===== config.mk =====
export PLATFORM = sky130hd
export DESIGN_NAME = irm_setup
export DESIGN_NICKNAME = d
export VERILOG_FILES = /design/src/shared/irm_pkg.sv /design/src/irm_tick.sv /design/src/irm_setup.sv
export VERILOG_INCLUDE_DIRS = /design/src /design/src/shared
export SDC_FILE = /design/constraint.sdc
export NUM_CORES = 1
export LEC_CHECK = 0
export ABC_AREA = 0
export BUFFER_PORTS_ARGS = -buffer_cell sky130_fd_sc_hd__buf_2
export CAP_MARGIN = 5
export CORE_ASPECT_RATIO = 1.4
export CORE_MARGIN = 4
export CORE_UTILIZATION = 52
export CTS_CLUSTER_DIAMETER = 120
export CTS_CLUSTER_SIZE = 14
export DETAILED_ROUTE_END_ITERATION = 10
export GPL_TIMING_DRIVEN = 0
export PLACE_DENSITY = 0.86
export SYNTH_ARGS = -nofsm -noshare
export SYNTH_HDL_FRONTEND = slang
export SYNTH_HIERARCHICAL = 1
export SYNTH_SLANG_ARGS = --single-unit

===== constraint.sdc =====
create_clock -name REF_CLK -period 2 [get_ports REF_CLK]
set_clock_uncertainty 0.2 [all_clocks]
set_input_delay 0.4 -clock REF_CLK [delete_from_list [all_inputs] [get_ports REF_CLK]]
set_output_delay 0.4 -clock REF_CLK [all_outputs]
set_load 0.005 [all_outputs]

===== src/shared/irm_cfg.svh =====
// Register offsets, field positions, reset values and timing counts of the infrared mode setup block.
// Assumes inclusion by bare name; definitions only.
`ifndef IRM_CFG_SVH
`define IRM_CFG_SVH
// ----------------------------------------------------------------------------
// Byte offsets on the register bus.
// ----------------------------------------------------------------------------
`define IRM_OFS_RING_START   8'h00
`define IRM_OFS_RING_BASE_L 8'h04
`define IRM_OFS_RING_BASE_H 8'h08
`define IRM_OFS_RING_SIZE   8'h0c
`define IRM_OFS_PRI_CFG     8'h10
`define IRM_OFS_SEC_CFG     8'h14
`define IRM_OFS_MAX_PKT     8'h18
`define IRM_OFS_PHY_CFG     8'h1c
`define IRM_OFS_ENABLE      8'h20
`define IRM_OFS_INTF_CFG    8'h24
// ----------------------------------------------------------------------------
// Field positions.
// ----------------------------------------------------------------------------
`define IRM_ENA_BIT         15
`define IRM_INTF_HALF_BIT   3
`define IRM_INTF_CLKEN_BIT  2
`define IRM_PRI_TE_BIT      12
`define IRM_PRI_RE_BIT      11
`define IRM_PRI_ME_BIT      10
`define IRM_PRI_RA_BIT      9
`define IRM_PRI_FIR_BIT     6
`define IRM_PRI_MIR_BIT     5
`define IRM_PRI_SIR_BIT     4
`define IRM_PRI_TI_BIT      1
`define IRM_PRI_RI_BIT      0
`define IRM_PHY_BAUD_LSB    10
`define IRM_PHY_PW_LSB      5
`define IRM_PHY_PRE_LSB     0
`define IRM_RING_ALIGN_BITS 10
// ----------------------------------------------------------------------------
// Reset values and status words.
// ----------------------------------------------------------------------------
`define IRM_RST_INTF_CFG    16'h0003
`define IRM_RST_MAX_PKT     16'h0020
`define IRM_STAT_FIR        16'hc7ff
`define IRM_STAT_SLOW       16'ha7ff
`define IRM_BIT_TIME_PS     1000
`endif


===== src/shared/irm_pkg.sv =====
// Types of the infrared mode setup block.
// Assumes nothing beyond a SystemVerilog compiler.
package irm_pkg;
  typedef enum logic [1:0] {
    IRM_IDLE    = 2'b00,
    IRM_ENABLED = 2'b01,
    IRM_RUNNING = 2'b10
  } irm_state_t;
  typedef enum logic [1:0] {
    IRM_MODE_SIR = 2'b00,
    IRM_MODE_MIR = 2'b01,
    IRM_MODE_FIR = 2'b10
  } irm_mode_t;
endpackage : irm_pkg


===== src/irm_tick.sv =====
// Rate tick generator: one pulse per infrared bit period or half-clocked.
// Assumes the main block supplies a stable divisor while running.
module irm_tick
  import irm_pkg::*;
(
  input  wire logic        clk,      // Bus clock.
  input  wire logic        rst_n,    // Asynchronous reset, active low.
  input  wire logic        run,      // Counting allowed.
  input  wire logic        half,     // Advance every second clock only.
  input  wire logic [15:0] divisor,  // Cycles per tick minus one.
  output logic             tick      // One-cycle pulse.
);
  typedef struct packed {
    logic        ph;
    logic [15:0] cnt;
    logic        tick;
  } irm_tick_st_t;
  irm_tick_st_t s_q, s_d;
  // Counts down; in half-clock mode only every other cycle advances.
  always_comb begin
    s_d      = s_q;
    s_d.tick = 1'b0;
    s_d.ph   = ~s_q.ph;
    if (!run) begin
      s_d.cnt = divisor;
      s_d.ph  = 1'b0;
    end else if (!half || s_q.ph) begin
      if (s_q.cnt == 16'h0000) begin
        s_d.cnt  = divisor;
        s_d.tick = 1'b1;
      end else begin
        s_d.cnt = s_q.cnt - 16'h0001;
      end
    end
  end
  // State register.
  always_ff @(posedge clk or negedge rst_n) begin
    if (!rst_n) begin
      s_q <= '0;
    end else begin
      s_q <= s_d;
    end
  end
  assign tick = s_q.tick;
endmodule : irm_tick


===== src/irm_setup.sv =====
// Register file and mode control of the infrared link setup block.
// Assumes an Avalon-MM master on REF_CLK and a transceiver outside the pins.
// Assumes software disables the block before it changes any setting.
`include "irm_cfg.svh"

// Overview of operation
// - Half-clock control makes link logic advance at half bus rate.
// - Rates 2400 bps to 4 Mbps through slow, medium and fast modes.
// - Slow mode baud field 47..0 selects rate; pulse width 12, medium 8.
// - Preamble field holds preamble bytes minus one; fast uses 15.
// - Configuration writes other than the enable, interface and ring trigger words only take effect while enable is clear.
// - Maximum packet length register bounds packet bytes, 0x0020 is 32.
// - Primary word enables the transmitter and selects mode; its receiver and scheduler enable bits are stored but act on nothing.
// - Transmit and receive pin polarity inversion controls exist.
// - Secondary word 0x0004 selects a 48 MHz phy clock.
// - Writing 0x8000 enables; status reads 0xC7FF fast, 0xA7FF otherwise.
// - Writing zero to the ring trigger starts ring processing.
// - Speed select output high in fast or medium, low in slow.
module irm_setup
  import irm_pkg::*;
#(
  parameter int ADDR_W = 8  // Byte address width.
) (
  input  wire logic              REF_CLK,        // Bus clock, 200 MHz.
  input  wire logic              NRST,           // Asynchronous reset, active low.
  input  wire logic [ADDR_W-1:0] AVS_ADDRESS,    // Byte address.
  input  wire logic              AVS_READ,       // Read request.
  input  wire logic              AVS_WRITE,      // Write request.
  input  wire logic [31:0]       AVS_WRITEDATA,  // Write data.
  input  wire logic [3:0]        AVS_BYTEENABLE, // Byte lanes.
  output logic [31:0]            AVS_READDATA,   // Read data.
  output logic                   AVS_WAITREQUEST, // Stall until answer.
  output logic [1:0]             AVS_RESPONSE,   // 00 ok, 10 slave error.
  input  wire logic              IR_RXD,         // Serial input from transceiver.
  output logic                   IR_TXD,         // Serial output to transceiver.
  output logic                   SPEED_SELECT_OUTPUT, // High for fast or medium.
  output logic                   RING_ACTIVE,    // Ring fetching running.
  output logic [31:0]            RING_BASE,      // Aligned ring base.
  output logic [1:0]             PHY_CLK_SEL,    // Phy clock speed code.
  output logic                   LINK_CLK_EN     // Clock gate to link logic.
);
  // --------------------------------------------------------------------------
  // State.
  // --------------------------------------------------------------------------
  // Every flip-flop of the block outside the tick counter lives in this one record, so reset and
  // the next-state copy can never fall out of step.
  typedef struct packed {
    logic        ack;
    logic [31:0] rdata;
    logic [1:0]  resp;
    logic [15:0] intf_cfg;
    logic [15:0] enable;
    logic [15:0] max_pkt;
    logic [15:0] phy_cfg;
    logic [15:0] pri_cfg;
    logic [15:0] sec_cfg;
    logic [15:0] base_lo;
    logic [15:0] base_hi;
    logic [15:0] ring_size;
    irm_state_t  st;
    logic        rx_s1;
    logic        rx_s2;
    logic        txd;
    logic        spd;
    logic        clk_en;
    logic        wreq;
    logic        ring;
  } irm_st_t;
  irm_st_t s_q, s_d;

  // Rate tick, registered in the tick counter, and write-decode helpers, which are combinational.
  logic        tick;
  logic [15:0] divisor;
  logic [15:0] wv;
  logic        wr_ok;
  logic        cfg_ok;

  // Applies byte enables of the low half to a 16-bit register.
  // Only lanes 0 and 1 exist; the upper half of the bus is ignored.
  function automatic logic [15:0] merge16(input logic [15:0] old, input logic [31:0] wd,
                                          input logic [3:0] be);
    logic [15:0] r;
    r = old;
    if (be[0]) r[7:0] = wd[7:0];
    if (be[1]) r[15:8] = wd[15:8];
    return r;
  endfunction : merge16
  // Current mode from the primary word; fast wins over medium over slow.
  function automatic irm_mode_t mode_of(input logic [15:0] pri);
    if (pri[`IRM_PRI_FIR_BIT]) return IRM_MODE_FIR;
    else if (pri[`IRM_PRI_MIR_BIT]) return IRM_MODE_MIR;
    else return IRM_MODE_SIR;
  endfunction : mode_of

  // Status word shown by the enable register while the block is on.
  function automatic logic [15:0] status_word(input logic [15:0] pri);
    if (mode_of(pri) == IRM_MODE_FIR) return `IRM_STAT_FIR;
    else return `IRM_STAT_SLOW;
  endfunction : status_word

  // True for a word-aligned offset inside the register map.
  function automatic logic is_mapped(input logic [ADDR_W-1:0] a);
    return (a <= `IRM_OFS_INTF_CFG) && (a[1:0] == 2'b00);
  endfunction : is_mapped

  // --------------------------------------------------------------------------
  // Rate divisor.
  // --------------------------------------------------------------------------
  // Slow mode uses the baud field as the divisor; medium and fast tick every cycle, or every second cycle when half-clocked.
  // Half-clock operation is applied in the tick counter, so the field keeps
  // the same meaning whatever the bus rate.
  always_comb begin
    if (mode_of(s_q.pri_cfg) == IRM_MODE_SIR) begin
      divisor = {10'h000, s_q.phy_cfg[`IRM_PHY_BAUD_LSB +: 6]};
    end else begin
      divisor = 16'h0000;
    end
  end

  // The divider runs only while the clock gate is open and the ring is running.
  irm_tick u_tick (
    .clk     (REF_CLK),
    .rst_n   (NRST),
    .run     (s_q.clk_en && s_q.st == IRM_RUNNING),
    .half    (s_q.intf_cfg[`IRM_INTF_HALF_BIT]),
    .divisor (divisor),
    .tick    (tick)
  );

  // --------------------------------------------------------------------------
  // Next-state logic.
  // --------------------------------------------------------------------------
  // Bus slave answers one cycle after the request with waitrequest low.
  always_comb begin
    s_d       = s_q;
    wv        = merge16(16'h0000, AVS_WRITEDATA, AVS_BYTEENABLE);
    wr_ok     = AVS_WRITE && !s_q.ack;
    cfg_ok    = !s_q.enable[`IRM_ENA_BIT];
    // ------------------------------------------------------------------------
    // Bus handshake and pin synchroniser.
    // ------------------------------------------------------------------------
    // The ack flop falls again after each answer, so a request still held high
    // at the completing edge is never taken a second time.
    s_d.ack   = (AVS_READ || AVS_WRITE) && !s_q.ack;
    s_d.wreq  = !s_d.ack;
    // Two flops bring the asynchronous receive pin into the bus clock domain.
    s_d.rx_s1 = IR_RXD;
    s_d.rx_s2 = s_q.rx_s1;
    // The link clock gate follows the interface register one cycle late.
    s_d.clk_en = s_q.intf_cfg[`IRM_INTF_CLKEN_BIT];
    s_d.resp  = 2'b00;
    s_d.rdata = 32'h0000_0000;

    // ------------------------------------------------------------------------
    // Register reads.
    // ------------------------------------------------------------------------
    // Read data is registered and stands only in the cycle of the answer.
    if (AVS_READ && !s_q.ack) begin
      if (AVS_ADDRESS == `IRM_OFS_ENABLE) begin
        if (s_q.enable[`IRM_ENA_BIT]) begin
          s_d.rdata = {16'h0000, status_word(s_q.pri_cfg)};
        end else begin
          s_d.rdata = {16'h0000, s_q.enable};
        end
      end else if (AVS_ADDRESS == `IRM_OFS_INTF_CFG) begin
        s_d.rdata = {16'h0000, s_q.intf_cfg};
      end else if (AVS_ADDRESS == `IRM_OFS_MAX_PKT) begin
        s_d.rdata = {16'h0000, s_q.max_pkt};
      end else if (AVS_ADDRESS == `IRM_OFS_PHY_CFG) begin
        s_d.rdata = {16'h0000, s_q.phy_cfg};
      end else if (AVS_ADDRESS == `IRM_OFS_PRI_CFG) begin
        s_d.rdata = {16'h0000, s_q.pri_cfg};
      end else if (AVS_ADDRESS == `IRM_OFS_SEC_CFG) begin
        s_d.rdata = {16'h0000, s_q.sec_cfg};
      end else if (AVS_ADDRESS == `IRM_OFS_RING_BASE_L) begin
        // The low ten bits read back as zero whatever was written.
        s_d.rdata = {16'h0000, s_q.base_lo[15:`IRM_RING_ALIGN_BITS], 10'h000};
      end else if (AVS_ADDRESS == `IRM_OFS_RING_BASE_H) begin
        s_d.rdata = {16'h0000, s_q.base_hi};
      end else if (AVS_ADDRESS == `IRM_OFS_RING_SIZE) begin
        s_d.rdata = {16'h0000, s_q.ring_size};
      end else if (AVS_ADDRESS == `IRM_OFS_RING_START) begin
        s_d.rdata = {30'h0000_0000, s_q.st};
      end else begin
        s_d.resp = 2'b10;
      end
    end

    // ------------------------------------------------------------------------
    // Register writes.
    // ------------------------------------------------------------------------
    // Settings other than the enable and interface words only change while disabled. A locked setting answers ok but keeps
    // its value, so a driver that forgets to disable sees an unchanged read-back.
    if (wr_ok) begin
      if (AVS_ADDRESS == `IRM_OFS_ENABLE) begin
        s_d.enable = merge16(s_q.enable, AVS_WRITEDATA, AVS_BYTEENABLE);
      end else if (AVS_ADDRESS == `IRM_OFS_INTF_CFG) begin
        s_d.intf_cfg = merge16(s_q.intf_cfg, AVS_WRITEDATA, AVS_BYTEENABLE) & 16'h000f;
      end else if (AVS_ADDRESS == `IRM_OFS_RING_START) begin
        // Only a zero written while enabled starts the ring; anything else is dropped.
        if (s_q.st == IRM_ENABLED && wv == 16'h0000) begin
          s_d.st = IRM_RUNNING;
        end
      end else if (!cfg_ok) begin
        s_d.resp = 2'b00;
      end else if (AVS_ADDRESS == `IRM_OFS_MAX_PKT) begin
        s_d.max_pkt = merge16(s_q.max_pkt, AVS_WRITEDATA, AVS_BYTEENABLE);
      end else if (AVS_ADDRESS == `IRM_OFS_PHY_CFG) begin
        s_d.phy_cfg = merge16(s_q.phy_cfg, AVS_WRITEDATA, AVS_BYTEENABLE);
      end else if (AVS_ADDRESS == `IRM_OFS_PRI_CFG) begin
        s_d.pri_cfg = merge16(s_q.pri_cfg, AVS_WRITEDATA, AVS_BYTEENABLE);
      end else if (AVS_ADDRESS == `IRM_OFS_SEC_CFG) begin
        s_d.sec_cfg = merge16(s_q.sec_cfg, AVS_WRITEDATA, AVS_BYTEENABLE);
      end else if (AVS_ADDRESS == `IRM_OFS_RING_BASE_L) begin
        s_d.base_lo = merge16(s_q.base_lo, AVS_WRITEDATA, AVS_BYTEENABLE);
      end else if (AVS_ADDRESS == `IRM_OFS_RING_BASE_H) begin
        s_d.base_hi = merge16(s_q.base_hi, AVS_WRITEDATA, AVS_BYTEENABLE);
      end else if (AVS_ADDRESS == `IRM_OFS_RING_SIZE) begin
        s_d.ring_size = merge16(s_q.ring_size, AVS_WRITEDATA, AVS_BYTEENABLE);
      end else begin
        s_d.resp = 2'b10;
      end
    end
    // Writes outside the map or off a word boundary answer with a slave error.
    if (wr_ok && !is_mapped(AVS_ADDRESS)) begin
      s_d.resp = 2'b10;
    end

    // ------------------------------------------------------------------------
    // Enable sequencing.
    // ------------------------------------------------------------------------
    // Idle until enabled, then wait for the trigger. Clearing the enable bit
    // drops a running ring back to idle at once.
    case (s_q.st)
      IRM_IDLE: begin
        if (s_q.enable[`IRM_ENA_BIT]) s_d.st = IRM_ENABLED;
      end
      IRM_ENABLED: begin
        if (!s_q.enable[`IRM_ENA_BIT]) s_d.st = IRM_IDLE;
      end
      IRM_RUNNING: begin
        if (!s_q.enable[`IRM_ENA_BIT]) s_d.st = IRM_IDLE;
      end
      default: begin
        s_d.st = IRM_IDLE;
      end
    endcase
    // A registered copy of the running state drives the ring output directly.
    s_d.ring = (s_d.st == IRM_RUNNING);

    // ------------------------------------------------------------------------
    // Serial line and speed pin.
    // ------------------------------------------------------------------------
    // Loop-back idle line: transmitter echoes nothing but idle, inverted as asked.
    // The received line is synchronised but not decoded, so it is masked here.
    if (tick && s_q.pri_cfg[`IRM_PRI_TE_BIT]) begin
      s_d.txd = s_q.pri_cfg[`IRM_PRI_TI_BIT] ^ ((s_q.rx_s2 ^ s_q.pri_cfg[`IRM_PRI_RI_BIT])
                & s_q.pri_cfg[`IRM_PRI_RE_BIT] & 1'b0);
    end else if (s_q.st != IRM_RUNNING) begin
      s_d.txd = s_q.pri_cfg[`IRM_PRI_TI_BIT];
    end
    // The speed pin is high in fast and medium mode.
    s_d.spd = mode_of(s_q.pri_cfg) != IRM_MODE_SIR;
  end

  // --------------------------------------------------------------------------
  // State register.
  // --------------------------------------------------------------------------
  // Reset holds waitrequest high and loads the interface and packet defaults.
  always_ff @(posedge REF_CLK or negedge NRST) begin
    if (!NRST) begin
      s_q          <= '0;
      s_q.wreq     <= 1'b1;
      s_q.intf_cfg <= `IRM_RST_INTF_CFG;
      s_q.max_pkt  <= `IRM_RST_MAX_PKT;
    end else begin
      s_q <= s_d;
    end
  end

  // --------------------------------------------------------------------------
  // Outputs, all from flip-flops.
  // --------------------------------------------------------------------------
  // Plain wires from the state record; no gate sits between a flop and a pin.
  assign AVS_READDATA        = s_q.rdata;
  assign AVS_WAITREQUEST     = s_q.wreq;
  assign AVS_RESPONSE        = s_q.resp;
  assign IR_TXD              = s_q.txd;
  assign SPEED_SELECT_OUTPUT = s_q.spd;
  assign RING_ACTIVE         = s_q.ring;
  assign RING_BASE           = {s_q.base_hi, s_q.base_lo[15:`IRM_RING_ALIGN_BITS], 10'h000};
  assign PHY_CLK_SEL         = s_q.sec_cfg[3:2];
  assign LINK_CLK_EN         = s_q.clk_en;
endmodule : irm_setup


After elaboration in Yosys (flattened, before gate mapping)
Cells that the tools add are included.
Widths: inputs -> output; s select.

operators by class
  $add $sub $neg = 1
  magnitude comparators = 1
  equality and inequality tests = 15
  muxes and demuxes = 93
  bitwise operators = 11
  reductions and logical operators = 40

operator list
  cell                number
  $mux 16             20
  $mux 114            2
  $mux 112            2
  $mux 148            1
  $mux 8              18
  $mux 96             1
  $mux 80             1
  $mux 32             2
  $mux 64             1
  $mux 2              30
  $mux 48             1
  $mux 34             1
  $eq 8x5->1 const B  4
  $logic_not 16->1    2
  $reduce_and 13->1   2
  $reduce_and 12->1   2
  $reduce_and 11->1   2
  $reduce_and 10->1   2
  $mux 18             1
  $reduce_and 9->1    2
  $mux 17             1
  $eq 8x4->1 const B  2
  $eq 8x6->1 const B  2
  $reduce_and 8->1    2
  other kinds (22)    57

word-level totals
  bits in registers = 192
  input bits = 49
  output and inout bits = 73
  word-level logic and storage cells = 190

Logic depth before layout (Yosys ltp)
Gate-level depths: netlist of run 1.

  word-level depth = 27
  gate-level depth with buffers = 8
  gate-level depth less buffers = 7

Hierarchy
Netlist of run 1, hierarchy kept.

by module, submodules not included
  module     times used  cells each  area each (um^2)  seq. area each (um^2)
  irm_setup  1           645         7500.9            3683.5
  irm_tick   1           133         1184.9            450.4

Least setup slack after synthesis of run 1
No wires, ideal clock.

  path type = input-to-reg
  from = input AVS_ADDRESS[7]
  to = register s_q[65] (netlist name)
  library setup time = 125 ps
  arrival time = 1935 ps
  required time = 1675 ps
  slack = -259 ps
  stages on the path = 4
  path buffers = 1
  cell sequence = or4b_1 > buf_4 > nor4_4 > mux2_2

on the way
  longest elaborated chain between the ends = 3
  elaborated cells on any way between the ends = 14
  classes of those cells = 6 x eq/ne; 6 x bitwise; 2 x reduce/logical

ends and longest elaborated chain
  item                                          RTL line         source
  start: declaration                            irm_setup.sv:26  input wire logic [ADDR_W-1:0] AVS_ADDRESS,
  $eq 8x5->1 (no line) (tied with other cells)  n/a
  $not 1->1 (no line)                           n/a
  $reduce_and 10->1 (no line) (*)               n/a
  end: declaration                              irm_setup.sv:69  irm_st_t s_q, s_d;

Every way passes the cells marked *; elsewhere a longest branch is shown, timed or not.
A chain may end at the register's enable or synchronous reset.

Worst setup path in the final report of run 1
  from = input AVS_ADDRESS[5]
  to = register s_q[131] (netlist name)

on the way
  longest elaborated chain between the ends = 2

ends and longest elaborated chain
  item
  $eq 8x6->1 (no line)
  $reduce_and 3->1 (no line)

No other way between the ends.

==> results of run 1 <==
==> layout make-up <==
| cell class | instances | share of cell area |
|---|---|---|
| buffer | 94 | 0.06266 |
| clock buffer | 19 | 0.04102 |
| clock inverter | 13 | 0.01122 |
| inverter | 16 | 0.005439 |
| multi-input combinational | 537 | 0.3983 |
| sequential | 165 | 0.3746 |
| tap | 199 | 0.02255 |
| timing repair buffer | 126 | 0.08419 |
==> registers in the layout, summed over array words and instances, names as in the netlist <==
signal,flops
LINK_CLK_EN,1
SPEED_SELECT_OUTPUT,1
s_d,1
u_tick/s_q,17
PHY_CLK_SEL,2
IR_TXD,1
u_tick/tick,1
AVS_RESPONSE,1
AVS_WAITREQUEST,1
s_q,100
RING_ACTIVE,1
AVS_READDATA,16
RING_BASE,22
==> how the worst max path moves through the flow <==
stage                         from                    endpoint  cells after the start
floorplan           AVS_ADDRESS[7]         s_q[65]$_DFFE_PN0P_                      4
global placement              NRST         s_q[75]$_DFFE_PN0P_                      1
detailed placement  AVS_ADDRESS[2]  AVS_READDATA[10]$_DFF_PN0_                      7
CTS                 AVS_ADDRESS[7]        s_q[123]$_DFFE_PN0P_                      6
global route        AVS_ADDRESS[5]        s_q[131]$_DFFE_PN0P_                      7
finish              AVS_ADDRESS[5]        s_q[131]$_DFFE_PN0P_                      7
==> Yosys cell counts (all sizes together) (6+ instances only) <==
library cell	instances	area, um2
a21oi	28	140.1
a22o	11	96.34
a22oi	12	90.09
a31oi	15	93.84
and2	9	58.81
buf	78	565.5
clkbuf	18	67.56
dfrtp	161	4029
ha	6	75.07
inv	16	60.06
mux2	126	1419
mux2i	12	120.1
nand2	59	236.5
nand2b	7	43.79
nand3	20	137.6
nand4	6	43.79
nor2	43	185.2
nor2b	11	68.82
nor3	13	120.1
nor4	19	161.4
o21ai	32	163.9
o22ai	8	50.05
==> per-layer routing <==
metal | track usage | routed length (um) | up-vias
met2 | 0.4508 | 13410 | 475
li1 | - | - | 3114
met5 | 0 | 0 | -
met3 | 0.05202 | 2051 | 150
met4 | 0.1758 | 1789 | 0
met1 | 0.3044 | 9273 | 3486
==> cell usage in the layout, fill, tap and decap left out, types with 12 or more instances in the layout <==
| master | netlist | routed |
|---|---|---|
| dfrtp_1 | 161 | 159 |
| nand2_1 | 53 | 49 |
| inv_1 | 16 | 14 |
| o21ai_0 | 31 | 31 |
| mux2_2 | 126 | 117 |
| clkbuf_16 | 0 | 18 |
| nor2_1 | 39 | 31 |
| buf_4 | 69 | 109 |
| conb_1 | 1 | 37 |
| a22oi_1 | 12 | 12 |
| a21oi_1 | 28 | 26 |
| a31oi_1 | 15 | 14 |
| buf_2 | 5 | 73 |
==> logic make-up after synthesis <==
logic type / share of synthesized area
DFF: 0.4759
buffers and inverters: 0.07980
other: 0.0004317
adders and majority gates: 0.008643
and+or+nand+nor: 0.1469
AOI/OAI and AO/OA: 0.1111
muxes: 0.1772
==> stage by stage <==
stage | power (W) | instances | cell area (um2) | setup TNS [ns]
finish | 0.007521 | 1169 | 11040 | -1.365
global route | 0.007781 | 1169 | 11040 | -2.712
CTS | 0.007429 | 1148 | 10570 | -1.802
detailed placement | 0.004223 | 1088 | 9608 | -86.20
global placement | 0.004193 | 1087 | 9570 | -433.06
floorplan | 0.003929 | 814 | 8951 | -6.785
==> power groups by stage <==
stage | logic [W] | registers, W | clock network [W]
finish | 0.000813 | 0.00349 | 0.00322
detailed placement | 0.000678 | 0.00354 | 0
global route | 0.000878 | 0.00350 | 0.00341
global placement | 0.000653 | 0.00354 | 0
CTS | 0.000719 | 0.00348 | 0.00323
floorplan | 0.000407 | 0.00352 | 0
==> repair_timing <==
| action | 4_1_cts | 5_1_grt |
|---|---|---|
| pin swaps | 16 | 19 |
| buffers inserted | 27 | 21 |
| hold buffers | 1 | 0 |
| cloned | 1 | 1 |
| hold endpoints to repair | 39 | 0 |
| resized for setup | 35 | 75 |
| endpoints found under the setup margin | 158 | 121 |
==> results.md, run 1 <==
* Hold Path Class: in -> reg
* Tightest Pin Transition at 0.6837 ns
* Max_slew headroom at 0.5433
* Layout cells sized above 1 at 0.4732
* Worst-path fanout max at 9
* DRT iter0 DRCs at 925
* First-pass GRT wire length at 38.38 mm
* Switch Pwr at 0.001994 W
* IO Port Bufs at 74
* Initial antenna violation count at 0
* WHS Endpoint: RING_BASE[20]$_DFFE_PN0P_
* Vias in the first global route at 7169
* Worst path arrival time at 2.20 ns
* Minimum clock period at 2.079 ns
* Final worst path period share at 1.040
* Worst R2R Path Depth at 6
* Die Height at 160.9 um
* DR DRC count at 0
* Max Slew Vio Count at 0
* Yosys warning count at 6
* Post-synth EDFFs at 0
* CTS H-tree depth at 4
* Clock Sinks at 165
* Internal power at 0.005528 W
* CP max stage delay at 0.47 ns
* Max Fclk at 0.4809 GHz
* Violated checks: negative setup slack
* Post-synthesis async set-or-reset flop share at 1.000
* Synth Cell Area at 0.008686 mm2
* Sw frac at 0.2650
* Delay-heaviest family, CP: simple AND/OR/NAND/NOR gates
* GPL Wtd Cong at 0.9697
* CTS Buf Count at 17
* Util after Layout at 0.6770
* Sequential power share at 0.464
* Synthesized flop and latch total at 165
* Worst hold margin at 0.1025 ns
* RSZ-0062 raised after global routing: yes
* Worst skew pair latency at 0.43 ns
* Post-synthesis sequential area ratio at 0.4759
* Leakage dissipation at 5.471 nW
* CTS tree: done
* Register-to-register path setup slack at -0.06 ns
* Initial DRT Pass Iterations at 5
* Power share of the clock group at 0.428
* Grt ovf at 0
* Final HPWL DP at 16.78 mm
* Unique masters post-synth at 70
* Register Area at 0.004136 mm2
* Starting Density at 0.5326
* Final WL at 26.53 mm
* CP Data Required Time at 2.12 ns
* CP endpoint kind: flip-flop
* Hold Vio Cnt, Final at 0
* Total die area at 0.01886 mm2
* I/O Pins at 122
* Crit start category: input pin
* Worst-path clk slew at 0.07 ns
* Worst r2r src: u_tick/s_q[10]$_DFFE_PN0P_
* Final net count at 1012
* Largest net degree at the start of global routing at 127
* Peak VDD IR at 0.6346 mV
* Core Area at 0.01631 mm2
* Vias at 7225
* Final setup violation count at 46
* Place WS at -0.8867 ns
* CTS root buf: clkbuf_16
* Multi-input logic area at 0.004398 mm2
* P&R area growth vs syn at 27.12%
* Site row count at 55
* Final worst slack at -0.07942 ns
* Tot GR Track Use at 0.2689
* Worst hold path depth at 2
* Top_reg_cell synth: dfrtp_1
* Max_cap viols at 0
* Clock Path Buffers at 2
* Die Width at 117.2 um
* Vias per Instance at 6.180
* Hold path start: AVS_WRITEDATA[4]
* Antenna Nets Post-Route at 0
* CP max stage cell: nor4b_4
* Synth Instances at 778
* Status: finished, violations left
* Reg2reg end: u_tick/s_q[14]$_DFFE_PN0P_
* Cells along the critical path: buf_8 > buf_12 > buf_12 > nor4b_4 > nand2_2 > nor2_4 > mux2_2
* Pwr Density at 681.2 mW/mm2
* Critical Path Most Common Cell: buf_12
* Synthesized area per cell at 11.16 um2
* Combinational power share at 0.108
* WP buf/inv at 3
* Average routed wire per standard cell at 22.69 um
* Fillers at 1142
* Antenna Diode Count at 0
* Critical path class: in -> reg
(Power assumes the default switching activity.)
==> inputs of run 2 (changes only) <==
--- a/config.mk
+++ b/config.mk
@@ -15,7 +15,6 @@
 export CTS_CLUSTER_DIAMETER = 120
 export CTS_CLUSTER_SIZE = 14
 export DETAILED_ROUTE_END_ITERATION = 10
-export GPL_TIMING_DRIVEN = 0
 export PLACE_DENSITY = 0.86
 export SYNTH_ARGS = -nofsm -noshare
 export SYNTH_HDL_FRONTEND = slang
==> run 2 against run 1 <==
The run still ends with negative setup slack left. Total power down 1.7%. Register-to-register slack better by 0.04 ns. Hold slack lost 0.040 ns. Count of clock-buffer cells in the layout stayed put. Cell count rose by 0.94%. Flip-flop and latch count unchanged. Combinational power about the same. Utilization down 1.1 points. Largest cell class unchanged. Largest power group unchanged. Highest routed layer unchanged.
==> results.md, run 2 (synthesis gave the netlist of run 1 again) <==
* Status: finished, violations left
* Violated checks: negative setup slack
* Max Fclk at 0.4961 GHz (+3.2%)
* CP max stage delay at 0.39 ns (-0.08 ns)
* Site row count at 55 (unchanged)
* Clock Path Buffers at 2 (unchanged)
* CP max stage cell: dfrtp_1
* Crit start category: flip-flop
* Pwr Total at 0.007397 W (-1.7%)
* Place WS at -0.3728 ns (+0.5139 ns)
* Final net count at 1022 (+0.99%)
* CP endpoint kind: flip-flop
* Final HPWL DP at 18.04 mm (+7.5%)
* Peak VDD IR at 0.6337 mV (-0.15%)
* CP Data Required Time at 2.13 ns (about the same)
* Initial DRT Pass Iterations at 5 (unchanged)
* Max_cap viols at 0 (unchanged)
* DR DRC count at 0 (unchanged)
* Largest net degree at the start of global routing at 51 (-60%)
* Grt ovf at 0 (unchanged)
* CTS H-tree depth at 4 (unchanged)
* First-pass GRT wire length at 38.04 mm (-0.88%)
* Final worst path period share at 1.008 (-0.03186)
* Max Slew Vio Count at 0 (unchanged)
* Vias in the first global route at 7190 (+0.29%)
* Hold Vio Cnt, Final at 0 (unchanged)
* Initial antenna violation count at 1 (+1)
* Max_slew headroom at 0.4532 (-0.09006)
* I/O Pins at 122 (unchanged)
* Antenna Nets Post-Route at 0 (unchanged)
* Most common cell after layout, fill and taps aside: dfrtp_1
* Die Height at 160.9 um (unchanged)
* Starting Density at 0.5326 (unchanged)
* Final worst slack at -0.01571 ns (+0.06371 ns)
* P&R area growth vs syn at 25.02%
* CTS Buf Count at 17 (unchanged)
* Total die area at 0.01886 mm2 (unchanged)
* Clock Sinks at 165 (unchanged)
* CTS tree: done
* Hold Path Class: in -> reg
* Final instance area at 0.01086 mm2 (-1.7%)
* Minimum clock period at 2.016 ns (-0.06371 ns)
* Vias at 6944 (-3.9%)
* Commonest non-fill, non-tap cells in the layout: dfrtp_1 (161), buf_4 (143), mux2_2 (122)
* Tot GR Track Use at 0.2658 (-0.003063)
* Layout cells sized above 1 at 0.4663 (-0.006869)
* Post-place instance area at 0.01010 mm2 (+5.1%)
* Biggest register: s_q
* Largest register FFs at 100 (unchanged)
* CTS root buf: clkbuf_16
* Worst hold margin at 0.06215 ns (-0.04035 ns)
* Vias per Instance at 5.885 (-4.8%)
* Leakage dissipation at 5.392 nW (-1.4%)
* Worst skew pair latency at 0.45 ns (+0.02 ns)
* Tightest Pin Transition at 0.8185 ns (+0.1348 ns)
* RSZ-0062 raised after global routing: yes
* Pwr Density at 681.2 mW/mm2 (about the same)
* Die Width at 117.2 um (unchanged)
* Worst-path clk slew at 0.07 ns (about the same)
* Core Area at 0.01631 mm2 (unchanged)
* Final setup violation count at 2 (-96%)
* Critical path class: reg -> reg
* Worst path arrival time at 2.15 ns (-0.05 ns)
* IO Port Bufs at 75 (+1.4%)
* Cells along the critical path: inv_2 > ha_4 > nor4b_4 > buf_4 > and2_4 > nor2_1 > mux2_4 > a22o_1
* GPL Wtd Cong at 0.9509 (-1.9%)
* Average routed wire per standard cell at 20.59 um (-9.3%)
* Worst-path fanout max at 3 (-6)
* DRT iter0 DRCs at 538 (-42%)
* Final WL at 24.30 mm (-8.4%)
==> run 2: cell count changes in the layout (fill, tap and decap cells not counted), moves of 4 or more <==
cell,delta
buf_4,+34
clkbuf_2,-7
clkbuf_4,-6
nor2_4,-6
mux2_2,+5
mux2_4,-5
nand2_2,+4
nand3_4,-4
nor2_2,+4
nor3_2,+4
o21ai_0,-4
o21ai_1,+4
==> run 2: report_power, final <==
part | internal [W] | total [W] | switching, W
logic | 0.000343 | 0.000814 | 0.000471
clock network | 0.00166 | 0.00310 | 0.00144
registers | 0.00342 | 0.00348 | 0.0000658
total | 0.00542 | 0.00740 | 0.00198
==> run 2: layout make-up <==
| cell class | count | area, um2 |
|---|---|---|
| antenna | 1 | 2.502 |
| clock buffer | 19 | 442.9 |
| clock inverter | 13 | 115.1 |
| fill | 1170 | 5450 |
| inverter | 16 | 60.06 |
| multi-input combinational | 537 | 4205 |
| sequential | 165 | 4134 |
| tap | 199 | 249.0 |
| timing repair buffer | 230 | 1650 |
==> run 2: final timing paths <==
check	cells after the start	to	slack, ns	start
max	8	u_tick/s_q[13]$_DFFE_PN0P_	-0.02	u_tick/s_q[2]$_DFFE_PN0P_
min	3	AVS_RESPONSE[1]$_DFF_PN0_	0.06	AVS_WRITE
max reg2reg	8	u_tick/s_q[13]$_DFFE_PN0P_	-0.02	u_tick/s_q[2]$_DFFE_PN0P_
min reg2reg	0	LINK_CLK_EN$_DFF_PN0_	0.21	s_d[2]$_DFFE_PN0P_
max in group asynchronous	3	AVS_WAITREQUEST$_DFF_PN1_	0.72	NRST
min in group asynchronous	2	s_q[102]$_DFFE_PN0P_	0.24	NRST
==> run 2: through the flow <==
| step | setup TNS (ns) | utilization | cells |
|---|---|---|---|
| after global routing | -0.5556 | 0.6658 | 1180 |
| final | -0.01695 | 0.6658 | 1180 |
| after CTS | -0.04003 | 0.6556 | 1170 |
| after floorplan | -6.785 | - | 814 |
| after detailed placement | -38.49 | 0.6194 | 1137 |
| after global placement | -36.58 | 0.6194 | 1137 |
==> run 2: worst max-delay path: cells and delay by family (launching register included) <==
family,cells,cell delay [ns]
buf+inv,2,0.27
fa+ha+maj,1,0.14
simple gates,3,0.48
mux,1,0.26
compound gates,1,0.17
flops,1,0.39
==> run 2: timing repair <==
item / CTS / global route
hold buffers: 1 / 0
endpoints found under the hold margin: 32 / 0
cloned: 0 / 0
endpoints found under the setup margin: 4 / 105
resized for setup: 3 / 27
pin swaps: 0 / 7
buffers inserted: 0 / 9
==> run 2: routing by layer <==
metal | up-vias | wire length [um] | GRT usage | part of all wire
met5 | - | 0 | 0 | 0
met4 | 0 | 1015 | 0.1236 | 0.042
met3 | 70 | 1339 | 0.05164 | 0.055
met2 | 277 | 12760 | 0.4596 | 0.53
met1 | 3463 | 9182 | 0.3112 | 0.38
li1 | 3134 | - | - | -
